$ cat src/rtl/sfs_pkg.sv
package sfs_pkg;

  // register map, byte addresses on the apb bus
  localparam int          APB_AW   = 12;
  localparam logic [11:0] CTRL_OFS = 12'h000;
  localparam logic [11:0] STAT_OFS = 12'h004;
  localparam logic [11:0] TXD_OFS  = 12'h008;
  localparam logic [11:0] RXD_OFS  = 12'h00C;

  // control register layout
  localparam int          CTRL_W   = 16;
  localparam int          EN_POS   = 0;
  localparam int          MS_POS   = 1;
  localparam int          POL_POS  = 2;
  localparam int          PHA_POS  = 3;
  localparam int          DSS_LSB  = 4;
  localparam int          DSS_MSB  = 7;
  localparam int          DIV_LSB  = 8;
  localparam int          DIV_MSB  = 15;
  localparam logic [15:0] CTRL_RST = 16'h0070;

  // status register layout
  localparam int ST_BUSY_POS = 0;
  localparam int ST_TXF_POS  = 1;
  localparam int ST_RXV_POS  = 2;
  localparam int ST_SEL_POS  = 3;

  // word size field holds length minus one
  localparam int         WORD_MAX = 16;
  localparam logic [3:0] DSS_MIN  = 4'h3;
  localparam logic [3:0] DSS_TOP  = 4'hF;

  // half-period positions inside one word
  localparam logic [5:0] E_STEP        = 6'h01;
  localparam logic [5:0] E_LOAD        = 6'h01;
  localparam logic [5:0] E_FIRST_CAP   = 6'h02;
  localparam logic [5:0] E_FIRST_SHIFT = 6'h03;
  localparam logic [5:0] E_TAIL        = 6'h02;

  localparam int CLK_PERIOD_NS = 100;

  typedef enum logic [1:0] {ST_IDLE, ST_RUN, ST_GAP} sfs_state_t;

endpackage : sfs_pkg

$ cat src/rtl/sfs_spi_frame_sequencer.sv
`timescale 1ns/1ps

module sfs_spi_frame_sequencer (
  // clock and reset
  input  wire logic                      clk,
  input  wire logic                      rst_n,
  // apb slave
  input  wire logic [sfs_pkg::APB_AW-1:0] paddr,
  input  wire logic                      psel,
  input  wire logic                      penable,
  input  wire logic                      pwrite,
  input  wire logic [31:0]               pwdata,
  output logic      [31:0]               prdata,
  output logic                           pready,
  output logic                           pslverr,
  // serial link
  input  wire logic                      serial_clock_in,
  input  wire logic                      frame_select_in,
  input  wire logic                      rx_serial_line,
  output logic                           serial_clock_out,
  output logic                           frame_select_out,
  output logic                           tx_serial_line,
  output logic                           tx_pad_enable_n,
  output logic                           clock_pad_enable_n
);
  import sfs_pkg::*;

  logic [CTRL_W-1:0] ctrl_q;
  logic [15:0]       tx_data_q;
  logic [15:0]       rx_data_q;
  logic [15:0]       shreg_q;
  logic [15:0]       rx_sh_q;
  logic              tx_full_q;
  logic              rx_valid_q;
  logic [31:0]       prdata_q;
  logic              pready_q;
  logic              pslverr_q;
  sfs_state_t        state_q;
  sfs_state_t        st_d;
  logic [5:0]        ecnt_q;
  logic [7:0]        div_cnt_q;
  logic              sclk_q;
  logic              fss_q;
  logic              txd_q;
  logic              txoe_n_q;
  logic              ckoe_n_q;
  logic              sck_s1, sck_s2, sck_s3;
  logic              fs_s1, fs_s2, fs_s3;
  logic              rx_s1, rx_s2;
  logic [3:0]        bcnt_q;
  logic              s_first_q;
  logic              s_wrap_q;
  logic [31:0]       stat_w;
  logic [31:0]       rd_mux;

  // control fields
  wire       en_w   = ctrl_q[EN_POS];
  wire       ms_w   = ctrl_q[MS_POS];
  wire       pol_w  = ctrl_q[POL_POS];
  wire       pha_w  = ctrl_q[PHA_POS];
  wire [7:0] div_w  = ctrl_q[DIV_MSB:DIV_LSB];
  wire [3:0] dss_r  = ctrl_q[DSS_MSB:DSS_LSB];
  wire [3:0] dss_w  = (dss_r < DSS_MIN) ? DSS_MIN : dss_r;

  // apb decode; no wait state, prdata comes from a flop loaded in the setup cycle
  wire apb_setup = psel & ~penable;
  wire apb_acc   = psel & penable & pready_q;
  wire wr_en     = apb_acc & pwrite;
  wire rd_en     = apb_acc & ~pwrite;
  wire hit_ctrl  = (paddr == CTRL_OFS);
  wire hit_stat  = (paddr == STAT_OFS);
  wire hit_txd   = (paddr == TXD_OFS);
  wire hit_rxd   = (paddr == RXD_OFS);
  wire hit_any   = hit_ctrl | hit_stat | hit_txd | hit_rxd;

  // word geometry in half periods
  wire [4:0]  word_n   = {1'b0, dss_w} + 5'h01;
  wire [5:0]  two_n    = {word_n, 1'b0};
  wire [5:0]  two_n_p1 = two_n + E_STEP;
  wire [5:0]  end_pos  = two_n + E_TAIL;
  wire [3:0]  align    = DSS_TOP - dss_w;
  wire [15:0] tx_align = tx_full_q ? 16'(tx_data_q << align) : 16'h0000;
  wire [15:0] word_msk = 16'hFFFF >> align;

  // master sequencing strobes
  wire       m_ok      = en_w & ~ms_w;
  wire       m_tick    = (state_q != ST_IDLE) & (div_cnt_q == div_w);
  wire       m_rtick   = (state_q == ST_RUN) & m_tick;
  wire [5:0] e_nxt     = ecnt_q + E_STEP;
  wire       m_end     = m_rtick & (e_nxt == end_pos);
  wire       m_cont    = pha_w & tx_full_q;
  wire       m_more    = ~pha_w & tx_full_q;
  wire [5:0] e_eff     = (m_end & m_cont) ? E_LOAD : e_nxt;
  wire       m_load    = m_rtick & (e_eff == E_LOAD);
  wire       m_edge_p1 = (e_eff >= E_LOAD) & (e_eff <= two_n);
  wire       m_edge_p0 = (e_eff >= E_FIRST_CAP) & (e_eff <= two_n_p1);
  wire       m_edge    = m_rtick & (pha_w ? m_edge_p1 : m_edge_p0);
  wire       m_shift   = m_rtick & e_eff[0] & (e_eff >= E_FIRST_SHIFT)
                         & (e_eff < two_n);
  wire       m_cap     = m_rtick & ~e_eff[0] & (e_eff >= E_FIRST_CAP)
                         & (e_eff <= two_n);

  // slave strobes from the synchronised link pins
  wire s_ok     = en_w & ms_w;
  wire s_sel    = s_ok & ~fs_s2;
  wire s_fall   = s_ok & fs_s3 & ~fs_s2;
  wire s_edge   = s_sel & (sck_s2 ^ sck_s3);
  wire s_lead   = s_edge & (sck_s2 != pol_w);
  wire s_trail  = s_edge & (sck_s2 == pol_w);
  wire s_cap    = pha_w ? s_trail : s_lead;
  wire s_shedge = pha_w ? s_lead : s_trail;
  wire s_end    = s_cap & (bcnt_q == dss_w);
  wire s_load   = s_fall | (s_shedge & s_wrap_q & pha_w);
  wire s_shift  = s_shedge & ~s_first_q & ~s_wrap_q;

  // shared datapath strobes
  wire        any_load  = m_load | s_load;
  wire        any_shift = m_shift | s_shift;
  wire        any_cap   = m_cap | s_cap;
  wire        word_end  = m_end | s_end;
  wire        consume   = any_load & tx_full_q;
  wire [15:0] cap_new   = {rx_sh_q[14:0], rx_s2};
  wire [15:0] rx_store  = s_end ? cap_new : rx_sh_q;

  // status and read mux
  always_comb
  begin
    stat_w              = 32'h0000_0000;
    stat_w[ST_BUSY_POS] = (state_q != ST_IDLE);
    stat_w[ST_TXF_POS]  = tx_full_q;
    stat_w[ST_RXV_POS]  = rx_valid_q;
    stat_w[ST_SEL_POS]  = s_sel;
  end

  assign rd_mux = hit_ctrl ? {16'h0000, ctrl_q} :
                  hit_stat ? stat_w :
                  hit_txd  ? {16'h0000, tx_data_q} :
                  hit_rxd  ? {16'h0000, rx_data_q} : 32'h0000_0000;

  // apb answer flops
  always_ff @(posedge clk or negedge rst_n)
  begin
    if (!rst_n)
    begin
      pready_q  <= 1'b0;
      pslverr_q <= 1'b0;
      prdata_q  <= 32'h0000_0000;
    end
    else
    begin
      pready_q  <= apb_setup;
      pslverr_q <= apb_setup & ~hit_any;
      prdata_q  <= apb_setup ? rd_mux : 32'h0000_0000;
    end
  end

  // software registers; a hardware set beats a same-cycle clear
  always_ff @(posedge clk or negedge rst_n)
  begin
    if (!rst_n)
    begin
      ctrl_q     <= CTRL_RST;
      tx_data_q  <= 16'h0000;
      tx_full_q  <= 1'b0;
      rx_valid_q <= 1'b0;
      rx_data_q  <= 16'h0000;
    end
    else
    begin
      if (wr_en & hit_ctrl)
        ctrl_q <= pwdata[CTRL_W-1:0];
      if (wr_en & hit_txd)
        tx_data_q <= pwdata[15:0];
      tx_full_q  <= (wr_en & hit_txd) | (tx_full_q & ~consume);
      rx_valid_q <= word_end | (rx_valid_q & ~(rd_en & hit_rxd));
      if (word_end)
        rx_data_q <= rx_store & word_msk;
    end
  end

  // link pins pass two flops; the third stage only feeds edge detect
  always_ff @(posedge clk or negedge rst_n)
  begin
    if (!rst_n)
    begin
      {sck_s1, sck_s2, sck_s3} <= 3'h0;
      {fs_s1, fs_s2, fs_s3}    <= 3'h7;
      {rx_s1, rx_s2}           <= 2'h0;
    end
    else
    begin
      {sck_s1, sck_s2, sck_s3} <= {serial_clock_in, sck_s1, sck_s2};
      {fs_s1, fs_s2, fs_s3}    <= {frame_select_in, fs_s1, fs_s2};
      {rx_s1, rx_s2}           <= {rx_serial_line, rx_s1};
    end
  end

  // master frame state machine
  always_comb
  begin
    case (state_q)
      ST_IDLE: st_d = tx_full_q ? ST_RUN : ST_IDLE;
      ST_RUN:  st_d = (m_end & ~m_cont) ?
                      (m_more ? ST_GAP : ST_IDLE) : ST_RUN;
      ST_GAP:  st_d = m_tick ? ST_RUN : ST_GAP;
      default: st_d = ST_IDLE;
    endcase
    if (!m_ok)
      st_d = ST_IDLE;
  end

  // half-period divider and position counter
  always_ff @(posedge clk or negedge rst_n)
  begin
    if (!rst_n)
    begin
      state_q   <= ST_IDLE;
      ecnt_q    <= 6'h00;
      div_cnt_q <= 8'h00;
    end
    else
    begin
      state_q   <= st_d;
      div_cnt_q <= (m_tick | (st_d != state_q)) ? 8'h00 : div_cnt_q + 8'h01;
      if (st_d != ST_RUN || state_q != ST_RUN)
        ecnt_q <= 6'h00;
      else if (m_tick)
        ecnt_q <= e_eff;
    end
  end

  // slave bit tracking
  always_ff @(posedge clk or negedge rst_n)
  begin
    if (!rst_n)
    begin
      bcnt_q    <= 4'h0;
      s_first_q <= 1'b0;
      s_wrap_q  <= 1'b0;
    end
    else if (s_fall)
    begin
      bcnt_q    <= 4'h0;
      s_first_q <= pha_w; // first phase-1 edge only launches data
      s_wrap_q  <= 1'b0;
    end
    else
    begin
      if (s_cap)
        bcnt_q <= s_end ? 4'h0 : bcnt_q + 4'h1;
      if (s_shedge)
        s_first_q <= 1'b0;
      s_wrap_q <= s_end | (s_wrap_q & ~s_shedge);
    end
  end

  // shifters, msb leaves first
  always_ff @(posedge clk or negedge rst_n)
  begin
    if (!rst_n)
    begin
      shreg_q <= 16'h0000;
      rx_sh_q <= 16'h0000;
    end
    else
    begin
      if (any_load)
        shreg_q <= tx_align;
      else if (any_shift)
        shreg_q <= {shreg_q[14:0], 1'b0};
      if (any_cap)
        rx_sh_q <= cap_new;
    end
  end

  // pin drivers, all registered
  always_ff @(posedge clk or negedge rst_n)
  begin
    if (!rst_n)
    begin
      sclk_q   <= 1'b0;
      fss_q    <= 1'b1;
      txd_q    <= 1'b0;
      txoe_n_q <= 1'b1;
      ckoe_n_q <= 1'b0;
    end
    else
    begin
      sclk_q   <= m_edge ? ~sclk_q : (m_rtick | (state_q == ST_RUN))
                  ? sclk_q : pol_w;
      fss_q    <= ms_w | (st_d != ST_RUN);
      ckoe_n_q <= ms_w;
      txoe_n_q <= ms_w ? ~s_sel : (st_d == ST_IDLE);
      if (any_load)
        txd_q <= tx_align[15];
      else if (any_shift)
        txd_q <= shreg_q[14];
      else if (st_d == ST_IDLE && !s_sel)
        txd_q <= 1'b0;
    end
  end

  assign prdata             = prdata_q;
  assign pready             = pready_q;
  assign pslverr            = pslverr_q;
  assign serial_clock_out   = sclk_q;
  assign frame_select_out   = fss_q;
  assign tx_serial_line     = txd_q;
  assign tx_pad_enable_n    = txoe_n_q;
  assign clock_pad_enable_n = ckoe_n_q;
endmodule : sfs_spi_frame_sequencer

$ cat config.mk
export PLATFORM = sky130hd
export DESIGN_NAME = sfs_spi_frame_sequencer
export DESIGN_NICKNAME = d
export VERILOG_FILES = /design/src/rtl/sfs_pkg.sv /design/src/rtl/sfs_spi_frame_sequencer.sv
export SDC_FILE = /design/constraint.sdc
export NUM_CORES = 1
export LEC_CHECK = 0
export BUFFER_PORTS_ARGS = -buffer_cell sky130_fd_sc_hd__buf_2
export CELL_PAD_IN_SITES_DETAIL_PLACEMENT = 2
export CELL_PAD_IN_SITES_GLOBAL_PLACEMENT = 2
export CORE_ASPECT_RATIO = 1.25
export CORE_UTILIZATION = 33
export CTS_CLUSTER_DIAMETER = 80
export DETAILED_ROUTE_END_ITERATION = 12
export PLACE_DENSITY = 0.79
export SLEW_MARGIN = 15
export SYNTH_ARGS = -nofsm -noshare
export SYNTH_HDL_FRONTEND = slang
export SYNTH_SLANG_ARGS = --single-unit
$ cat constraint.sdc
create_clock -name clk -period 15.5 [get_ports clk]
set_clock_uncertainty 0.2 [all_clocks]
set_input_delay 3.875 -clock clk [delete_from_list [all_inputs] [get_ports clk]]
set_output_delay 3.875 -clock clk [all_outputs]
set_load 0.01 [all_outputs]
==> results list, run 1 <==
- Sinks on Clock Net: 134
- Dividing the detail-routed via count by the number of cells gives between 5 and 6.
* Layout overhead on the synthesized area: 14.1%
- Post-synth EDFFs: 0
* Kind of end point of the critical path: register
- Register bit total from synthesis: 134
* # diodes: 0
* Starting density of the core: 33.6%
- Across the VDD grid, the largest voltage drop is 0.0705 mV.
- Grouping stages by cell kind, the critical path spends the most delay in simple AND/OR/NAND/NOR gates.
* Met2 Wirelength: 12,000 um
- Worst Setup Start Kind: input pin
- The endpoint identified for the worst register-to-register timing path is rx_sh_q[4].
- Number of standard cells in the final layout excluding fillers: 1,069
- The number of pins with negative max-slew slack in the final report came to 0.
* Cells on worst reg2reg path: 20
* Routed Wire Length: 22,100 um
- Summed over all cells, the static leakage comes to 0.00394 uW.
- Worst-case headroom to the max-slew limit: 18.2%
- TritonCTS built the clock tree.
- Total number of yosys warnings: 0
- In this run the biggest area consumer among cell types represents 42.3% of the synthesized area.
- CTS H-tree depth: 4
* Total negative setup slack: 0 ns
- Required time reported for the critical path endpoint: 15.59 ns
* Sink of the worst hold path: rx_s2
- In this run the cell area of the synthesized design comes to 7460 um2.
- Antenna Violating Nets Remaining: 0
- Total routing resource utilization after global routing: 20.4%
- In the final layout, the share of cells above drive strength 1 is roughly a fifth.
- In this run the most critical hold path is launched from rx_s1.
- Dividing the detail-routed wire length by the instance count gives 20.7 um.
- Detailed placement ended at an HPWL of 15,700 um.
- Top-Level Pins: 91
* Finish-stage setup viols: 0
* Die height: 170 um
- In this run, post-CTS hold repair placed 0 buffers.
* Core area: 22,200 um2
- The first global-routing pass estimated 35,800 um of wire.
* Critical path arrival: 7.35 ns
* Port Buffers: 58
* Post-layout util: around two fifths
- The clock passes through at most 2 buffers.
- Overflow after GRT: 0
- Sequential area share after synthesis: 45.1%
- By area the synthesized netlist is led by dfrtp_1 42%, mux2i_1 9.4%, mux2_2 6.0%.
- Among all stages on the critical path, the largest delay is contributed by nand4_1.
* Commonest cells after routing, fill and taps aside: 126 x dfrtp_1, 80 x nor2_1, 70 x mux2i_1
- Counting distinct cell types in the post-synthesis netlist gives 77.
* Count of unresolved DRC violations after routing: 0
- For this run, the leading register cell type out of synthesis is dfrtp_1.
- Leaving out fill and tap cells, the most frequent cell in the layout is dfrtp_1.
- Highest metal layer with signal wires: met4
- The detailed router finished its first iteration with 198 violations.
* Final-stage net count: 839
* Initial antenna violation count: 0
- Entering global routing, the biggest net connects 70 pins.
- The die covers between 20,000 and 25,000 um2.
- Dividing the synthesized area by the synthesized cell count gives slightly above 10 um2.
* Setup repair after global routing missed its margin: no
- Across the whole layout, storage elements account for approximately 3400 um2.
* Rows: 61
- The clock reaches the later pin of the worst-skew pair after 0.42 ns.
- The critical path contains buffers and inverters numbering 2 combined.
- Horiz. Die Dim: around 140 um
- For this design the ratio of total power to cell area is slightly below 100 nW/um2.
- Cts bufs inserted: 17
- Clock Root Buffer: clkbuf_16
* Vias in the first global route: 6,321
* Highest attainable clock frequency: roughly 0.14 GHz
- The worst hold path was traced through 0 stages.
* Path type of the worst setup path: in -> reg
* Count of fill cells added during filler insertion: roughly 2,400
- In the final layout, the multi-input gates occupy 3790 um2.
* Routed wire length on met3: about 320 um
- Walking the worst path, the cells encountered are buf_2 > or4_1 > nor4_1 > nand2b_1 > inv_1 > nand4_1 > mux2_2.
- CTS resizes: 0
* First-pass iteration count of the detailed router: 5
* Met1 routed wirelength after detailed routing: 9250 um
- Async S/R FF share, synth: 100%
- The startpoint identified for the worst register-to-register timing path is ctrl_q[6].
- Worst Tran Pin Value: 1.22 ns
- Post-CTS repair timing setup buffer count: 0
- Summing over every cut layer, the via total after detailed routing is 5,732.
- Routability-driven placement finished with a final weighted congestion of about 0.8.
* Setup WS pre-CTS: 7.77 ns
* Setup ws final: 8.25 ns
* Final critical-path share of the clock period: ~47%
- After layout, the minimum clock period comes to 7.25 ns.
- Number of placed instances, taps included: 1,037
- Endpoints failing hold: 0
* Post-synthesis cell type with the largest combined area: dfrtp_1
- Highest cell delay on the worst timing path: 0.88 ns
* Clock slew seen by the registers of the worst setup and hold paths: 0.06 ns
- Min-delay worst type: reg -> reg
- Max-capacitance violation count: 0
- Minimum setup slack among reg-to-reg paths: 8.67 ns
- Gate Count Post-Synth: 731
* Highest fanout seen on the critical path: 17
* Status: completed
[registers in the layout, summed over array words and instances (netlist names), 2 cells and up]
name       cells
ecnt_q         6
ctrl_q        16
rx_sh_q       16
div_cnt_q      8
shreg_q       15
state_q        2
rx_data_q     16
tx_data_q     16
bcnt_q         4
prdata        16
[metrics by stage]
stage | hold WS (ns) | cell area (um2) | total power [uW]
after floorplan | 0.131 | 7520 | 395
after global placement | 0.136 | 7910 | 412
after detailed placement | 0.138 | 7910 | 414
after CTS | 0.157 | 8510 | 829
after global routing | 0.160 | 8510 | 844
final | 0.152 | 8510 | 819
[layer usage]
metal,vias to the layer above,global-route usage (%)
li1,2641,-
met1,3009,24.3
met2,56,36.9
met3,26,2.95
met4,0,7.10
met5,-,0
[cells by family after synthesis]
| family | Yosys count | synth area share (%) |
|---|---|---|
| simple gates | 229 | 15.1 |
| other cells | 1 | 0.0503 |
| fa+ha+maj | 14 | 2.35 |
| xor+xnor | 28 | 3.57 |
| buf+inv | 73 | 4.96 |
| flops | 134 | 45.1 |
| mux | 121 | 17.7 |
| compound gates | 131 | 11.1 |
[cell usage after synthesis (all sizes together) (4+ instances only)]
master,n
mux2i,70
nand2,50
buf,37
mux2,50
nand2b,9
a211oi,6
nor2,82
nor4,4
and3,10
inv,17
clkbuf,18
dfrtp,126
nor3,8
o211ai,4
nand4,9
ha,14
xnor2,10
nand3,28
dfstp,8
a221oi,4
o21ai,45
a21oi,42
and2,6
xor2,17
[layout make-up]
class / instances / area share, %
Inverter: 18 / 0.794
Clock inverter: 7 / 1.10
Tap cell: 283 / 4.16
Multi-Input combinational cell: 539 / 44.6
Timing Repair Buffer: 63 / 3.92
Clock buffer: 25 / 5.94
Sequential cell: 134 / 39.5
[power breakdown]
| group | total, uW | switching, uW | leakage [uW] | internal, uW |
|---|---|---|---|---|
| clock | 411 | 153 | 0.000289 | 258 |
| sequential | 369 | 10.3 | 0.00181 | 358 |
| combinational | 39.0 | 24.7 | 0.00185 | 14.3 |
[how the worst max path moves through the flow]
stage             start             to  slack [ns]  cells past startpoint
6_report       paddr[5]   tx_data_q[8]        8.25                      7
5_1_grt        paddr[5]   tx_data_q[8]        7.99                      7
4_1_cts        paddr[5]   tx_data_q[8]        8.19                      7
3_5_place_dp   paddr[5]   tx_data_q[8]        7.77                      7
3_3_place_gp   paddr[5]  tx_data_q[12]        7.86                      7
2_1_floorplan  paddr[5]     ctrl_q[10]        9.11                      8
Note: power is estimated with default switching activity, not from simulation.
==> run 2: changes to the inputs <==
clock period = 7.4 ns   (was 15.5 ns; I/O delays follow)
==> results list, run 2 (synthesis results as in run 1) <==
- The total number of nets in the final design is 840 (+0.12%).
* Final max-slew violation count: 0 (unchanged)
* Ordered cell list for the critical path: nor2_1 > nor2_4 > inv_2 > ha_1 > ha_1 > or3b_1 > a211oi_1 > nor3_1 > or4b_4 > nor3_4 > nor2_1 > ha_1 > a21oi_1 > o21ai_0 > a21o_1 > nand2_1 > nand2_1 > o41ai_4 > buf_4 > mux2_2
- The delay of the slowest cell on the worst path was 0.59 ns (-0.29 ns).
- The number of failing setup endpoints in the final timing report is 0 (unchanged).
- Relative to the synthesized area, the layout overhead comes to 15.2%.
- The most numerous cell type found on the critical path is ha_1.
- The residual DRC count came to 0 (unchanged).
- Antenna Violating Nets Remaining: 0 (unchanged)
- CTS H-tree depth: 4 (unchanged)
- Highest fanout seen on the critical path: 17 (unchanged)
- Count of fill cells added during filler insertion: 2,343 (-1.9%)
- The arrival time at the worst endpoint came to 6.28 ns (-1.07 ns).
- The areal power density over the cells was 212 nW/um2 (+120%).
- Final period demand of the worst path: 6.17 ns
- Share of post-route cells with drive strength above 1: 21.6% (+0.35 points)
- The starting density of the core came to 33.6% (unchanged).
* Path type of the worst setup path: reg -> reg
- Clock slew seen by the registers of the worst setup and hold paths: 0.06 ns (about the same)
* Min-delay worst type: reg -> reg
- Via count normalized by instance count: 5.35 (-0.29%)
- Number of standard cells in the final layout excluding fillers: 1,070 (+0.094%)
- The post-layout utilization of the core is 38.7% (+0.36 points).
* # diodes: 0 (unchanged)
- Post-CTS repair timing setup buffer count: 0 (unchanged)
- Total negative setup slack: 0 ns (unchanged)
* Number of placed instances, taps included: 1,038 (+0.096%)
* Kind of end point of the critical path: register
* Setup ws final: 1.23 ns (-7.01 ns)
* Post-cts hold buffer count: 0 (unchanged)
* Worst Setup Start Kind: register
- The buffering stage count on the worst path with inverters included was 2 (unchanged).
* Die height: 170 um (unchanged)
* Cell type of the slowest stage on the worst timing path: or4b_4
- The top cell types in the final layout, fill and taps aside, are 126 x dfrtp_1, 80 x nor2_1, 70 x mux2i_1.
* Top delay family on crit path: simple AND/OR/NAND/NOR gates
- The total core area was 22,200 um2 (unchanged).
- Port Buffers: 58 (unchanged)
- Setup repair after global routing missed its margin: no
* Leakage Power: 0.00399 uW (+1.1%)
- Final critical-path share of the clock period: 83.3%
* Clock Path Buffers: 2 (unchanged)
- Clock Root Buffer: clkbuf_16
* Sequential Area: 3360 um2 (unchanged)
- TritonCTS clock tree: yes
- The post-DP HPWL was 15,800 um (+0.88%).
- The total number of vias was 5,721 (-0.19%).
* Area of the multi-input gates: 3790 um2 (unchanged)
* Highest attainable clock frequency: 0.162 GHz
- The number of antenna violations at the first check in global routing is 0 (unchanged).
- First-iteration detailed-routing DRC count: 226 (+14%)
* Rows: 61 (unchanged)
- Top-Level Pins: 91 (unchanged)
* Wire per inst: 21.0 um (+1.6%)
- The TritonCTS sink count is 134 (unchanged).
- Wire length of the first global-routing pass: 36,300 um (+1.3%)
- First-pass iteration count of the detailed router: 4 (-1)
- The maximum resistive drop on vdd came to 0.156 mV (+120%).
- The worst-skew pair later-pin latency was 0.43 ns (about the same).
- The transition time at the pin with the least slew margin came to 1.12 ns (-0.0965 ns).
* Die area: 23,200 um2 (unchanged)
* Worst-case headroom to the max-slew limit: 24.7% (+6.5 points)
* Cts bufs inserted: 17 (unchanged)
- Routed Wire Length: 22,500 um (+1.7%)
- Endpoints failing hold: 0 (unchanged)
* Max-capacitance violation count: 0 (unchanged)
- The total global-route track usage is 20.8% (+0.43 points).
* Required time reported for the critical path endpoint: 7.51 ns (-8.08 ns)
- The run finished with clean final reports.
* Overflow after GRT: 0 (unchanged)
- Final RePlAce weighted congestion: 0.797 (-0.87%)
* Vias in the first global route: 6,380 (+0.93%)
- Most common library cell in the layout ignoring fill and taps: dfrtp_1
- The count of instances resized after the clock tree is built came to 0 (unchanged).
* Largest net degree at the start of global routing: 83 (+19%)
- The worst setup slack before clock tree synthesis came to 1.18 ns (-6.59 ns).
* Horiz. Die Dim: 136 um (unchanged)
-- run 2: changes by cell type in the layout (fill, tap and decap cells not counted) --
| cell | previous run | this run |
|---|---|---|
| clkinv_4 | 1 | 3 |
| clkinvlp_4 | 2 | 1 |
| clkbuf_8 | 5 | 1 |
| buf_4 | 5 | 6 |
| bufinv_16 | 2 | 6 |
| clkbuf_1 | 3 | 1 |
| clkinv_2 | 2 | 3 |
-- run 2: area by class of cell --
cell class,instances,share of cell area [%]
multi-input cells,539,44.2
well taps,283,4.12
clock buffers,19,5.15
inverters,18,0.786
flip-flops and latches,134,39.1
repair buffers,64,3.97
clock inverters,13,2.66
-- run 2: report_power, final --
| part | total [uW] | switching, uW | internal [uW] |
|---|---|---|---|
| registers | 773 | 22.2 | 751 |
| logic | 81.2 | 51.4 | 29.8 |
| clock network | 968 | 328 | 640 |
| total | 1820 | 401 | 1420 |
-- run 2: stage by stage --
| stage | hold slack [ns] | total power (uW) | cell area, um2 |
|---|---|---|---|
| 2_1_floorplan | 0.131 | 827 | 7520 |
| 3_3_place_gp | 0.136 | 863 | 7920 |
| 3_5_place_dp | 0.138 | 867 | 7920 |
| 4_1_cts | 0.152 | 1840 | 8590 |
| 5_1_grt | 0.153 | 1880 | 8590 |
| 6_report | 0.149 | 1820 | 8590 |
-- run 2: worst reg2reg max path: stages, from the launching register on --
cell      delay (ns)
dfstp_2         0.53
nor2_1          0.12
nor2_4          0.30
inv_2           0.27
ha_1            0.31
ha_1            0.37
or3b_1          0.38
a211oi_1        0.37
nor3_1          0.13
or4b_4          0.59
nor3_4          0.34
nor2_1          0.13
ha_1            0.33
a21oi_1         0.14
o21ai_0         0.14
a21o_1          0.25
nand2_1         0.09
nand2_1         0.08
o41ai_4         0.25
buf_4           0.34
mux2_2          0.39
-- run 2: layer usage --
metal  vias up  wire length, um  global-route usage, %  part of all wire, %
met2        82            12000                   36.5                   53
li1       2653                -                      -                    -
met4         0              712                   9.42                  3.2
met1      2949             9290                   24.6                   41
met3        37              477                   3.43                  2.1
met5         -                0                      0                    0
-- run 2: path summary, 6_finish.rpt --
| check | start | end | slack, ns | cells past startpoint |
|---|---|---|---|---|
| worst max-delay path | ctrl_q[6] | rx_sh_q[2] | 1.23 | 20 |
| worst min-delay path | rx_s1 | rx_s2 | 0.15 | 0 |
| worst max register to register | ctrl_q[6] | rx_sh_q[2] | 1.23 | 20 |
| worst min register to register | rx_s1 | rx_s2 | 0.15 | 0 |
| max in group asynchronous | rst_n | shreg_q[4] | 4.58 | 2 |
| min in group asynchronous | rst_n | pslverr | 1.25 | 1 |
==> run 3: changes to the inputs <==
clock period = 5.9 ns   (was 7.4 ns; I/O delays follow)
==> results list, run 3 (synthesis results as in run 1) <==
- The number of H-tree levels is 4 (unchanged).
- The maximum number of buffers from clock root to sink was 2 (unchanged).
- Status: completed
* Via count normalized by instance count: 5.37 (+0.38%)
* Die area: 23,200 um2 (unchanged)
- Min-delay worst type: reg -> reg
* Ordered cell list for the critical path: nor2_1 > nor2_4 > inv_2 > ha_1 > ha_1 > or3b_1 > and3_2 > o21ai_0 > or4b_4 > nor3_4 > nor2_1 > ha_1 > a21oi_1 > o21ai_0 > a21o_1 > nand2_1 > nand2_1 > o41ai_4 > buf_6 > mux2_2
* HPWL after DPL: 15,800 um (about the same)
- Portion of total power attributed to sequential cells: 45.4% (+3.0 points)
- First-pass iteration count of the detailed router: 4 (unchanged)
- The maximum number of pins on one net before global-route repair is 92 (+11%).
- The worst-skew pair later-pin latency was 0.44 ns (about the same).
* Relative contribution of combinational cells to total power: 5.2% (+0.7 points)
* Layout overhead on the synthesized area: 15.3%
* Antenna Violating Nets Remaining: 0 (unchanged)
- The switching share of power came to 23.5% (+1.5 points).
* Sinks on Clock Net: 134 (unchanged)
* Wire length of the first global-routing pass: 36,400 um (+0.34%)
* Final critical-path share of the clock period: 95.6% (+12 points)
- Vias in the first global route: 6,392 (+0.19%)
- Cts bufs inserted: 17 (unchanged)
* Routed Wire Length: 22,900 um (+1.8%)
* Highest fanout seen on the critical path: 16 (-1)
- Clock group share of total power: 49.4% (-3.7 points)
- The total grt overflow is 0 (unchanged).
- The max-cap check violation count is 0 (unchanged).
- The transition time at the pin with the least slew margin came to 1.07 ns (-0.0479 ns).
* TritonCTS clock tree: yes
- Count of unresolved DRC violations after routing: 0 (unchanged)
- The die width is 136 um (unchanged).
- The total leakage power is 0.00401 uW (+0.50%).
* Switching component of the power: 501 uW (+25%)
- The required time of the worst setup path is 6.02 ns (-1.49 ns).
- Kind of end point of the critical path: register
- The total of buffers placed on input and output ports is 58 (unchanged).
* Final max-slew violation count: 0 (unchanged)
- The total of fill cells in the finished design was 2,350 (+0.30%).
* Endpoints failing hold: 0 (unchanged)
* Die height: 170 um (unchanged)
* # diodes: 0 (unchanged)
- The final cell area excluding filler cells was 8600 um2 (+0.13%).
- Highest attainable clock frequency: 0.177 GHz (+9.3%)
- The total number of vias is 5,802 (+1.4%).
- Number of placed instances, taps included: 1,049 (+1.1%)
- The top cell types in the final layout, fill and taps aside, are 126 x dfrtp_1, 80 x nor2_1, 70 x mux2i_1.
- Finish-stage setup viols: 0 (unchanged)
- Cell type of the slowest stage on the worst timing path: dfstp_2
- The cell area reported after detailed placement came to 8000 um2 (+1.0%).
* Clock Root Buffer: clkbuf_16
- Total routing resource utilization after global routing: 21.1% (+0.27 points)
- Total negative setup slack: 0 ns (unchanged)
* Number of standard cells in the final layout excluding fillers: 1,081 (+1.0%)
- The maximum resistive drop on vdd came to 0.195 mV (+25%).
- Worst-case headroom to the max-slew limit: 28.6% (+3.9 points)
* Initial antenna violation count: 0 (unchanged)
* Core area: 22,200 um2 (unchanged)
* First-iteration detailed-routing DRC count: 220 (-2.7%)
- The critical path in this run is classified as reg -> reg.
- The areal power density over the cells was 248 nW/um2 (+17%).
- Share of post-route cells with drive strength above 1: 22.8% (+1.2 points)
- STA classifies the critical path startpoint as a register.
- The number of cell rows is 61 (unchanged).
- The routability congestion estimate came to 0.805 (+1.0%).
- Most common library cell in the layout ignoring fill and taps: dfrtp_1
* Critical path arrival: 5.76 ns (-0.52 ns)
- The worst-case register-to-register setup slack is 0.26 ns (-0.98 ns).
- The number of hold-repair buffers added at the cts stage is 0 (unchanged).
* Most frequent cell on the critical path: ha_1
- The CTS clock-pin slew for the worst setup and hold paths is 0.06 ns (about the same).
- Final period demand of the worst path: 5.64 ns (-0.523 ns)
- The delay of the slowest cell on the worst path came to 0.56 ns (-0.03 ns).
* Wire per inst: 21.2 um (+0.74%)
- The post-layout utilization of the core is 38.7% (+0.051 points).
- Starting density of the core: 33.6% (unchanged)
* Top-Level Pins: 91 (unchanged)
- Final-stage net count: 853 (+1.5%)
- P_int: 1630 uW (+15%)
## run 3: routing by layer
metal	vias to the layer above	part of all wire (%)	wire length [um]	track usage, %
li1	2669	-	-	-
met1	3004	41	9430	24.5
met2	87	53	12200	37.7
met3	42	1.8	406	3.01
met4	0	3.6	827	10.0
met5	-	0	0	0
## run 3: critical path, delay by kind of cell, from the launching register on
family                     cells  cell delay, ns
AOI/OAI and AO/OA              5            1.03
DFF                            1            0.56
adders and majority gates      3            0.96
and+or+nand+nor                9            2.06
buffers and inverters          2            0.33
muxes                          1            0.36
## run 3: path summary, 6_finish.rpt
check	startpoint	end	cells past startpoint
min	rx_s1	rx_s2	0
max in group asynchronous	rst_n	ctrl_q[5]	2
min in group asynchronous	rst_n	clock_pad_enable_n	1
min reg2reg	rx_s1	rx_s2	0
max	ctrl_q[6]	rx_sh_q[1]	20
max reg2reg	ctrl_q[6]	rx_sh_q[1]	20
## run 3: power groups by stage
stage / clock (uW) / combinational, uW / sequential, uW
6_report: 1050 / 110 / 968
5_1_grt: 1100 / 123 / 971
4_1_cts: 1080 / 112 / 968
3_5_place_dp: 0 / 111 / 983
3_3_place_gp: 0 / 103 / 983
2_1_floorplan: 0 / 60.8 / 977
## run 3: repair_timing
item | CTS | global route
endpoints found under the setup margin | 1 | 20
setup buffers | 2 | 0
pin swaps | 1 | 0
resized for setup | 0 | 3
## run 3: area by class of cell
class	count	area, um2	share of cell area (%)
timing repair buffer	77	447	5.19
clock inverter	9	103	1.19
multi-input combinational	539	3800	44.2
sequential	134	3360	39.1
tap	283	354	4.12
inverter	18	67.6	0.785
clock buffer	21	470	5.47
## run 3: metrics by stage
| step | hold WS [ns] | total power (uW) | setup slack [ns] |
|---|---|---|---|
| after detailed placement | 0.139 | 1090 | 0.0331 |
| after floorplan | 0.131 | 1040 | 0.257 |
| final | 0.152 | 2130 | 0.257 |
| after global placement | 0.136 | 1090 | 0.293 |
| after global routing | 0.160 | 2190 | -0.0112 |
| after CTS | 0.156 | 2160 | 0.0885 |
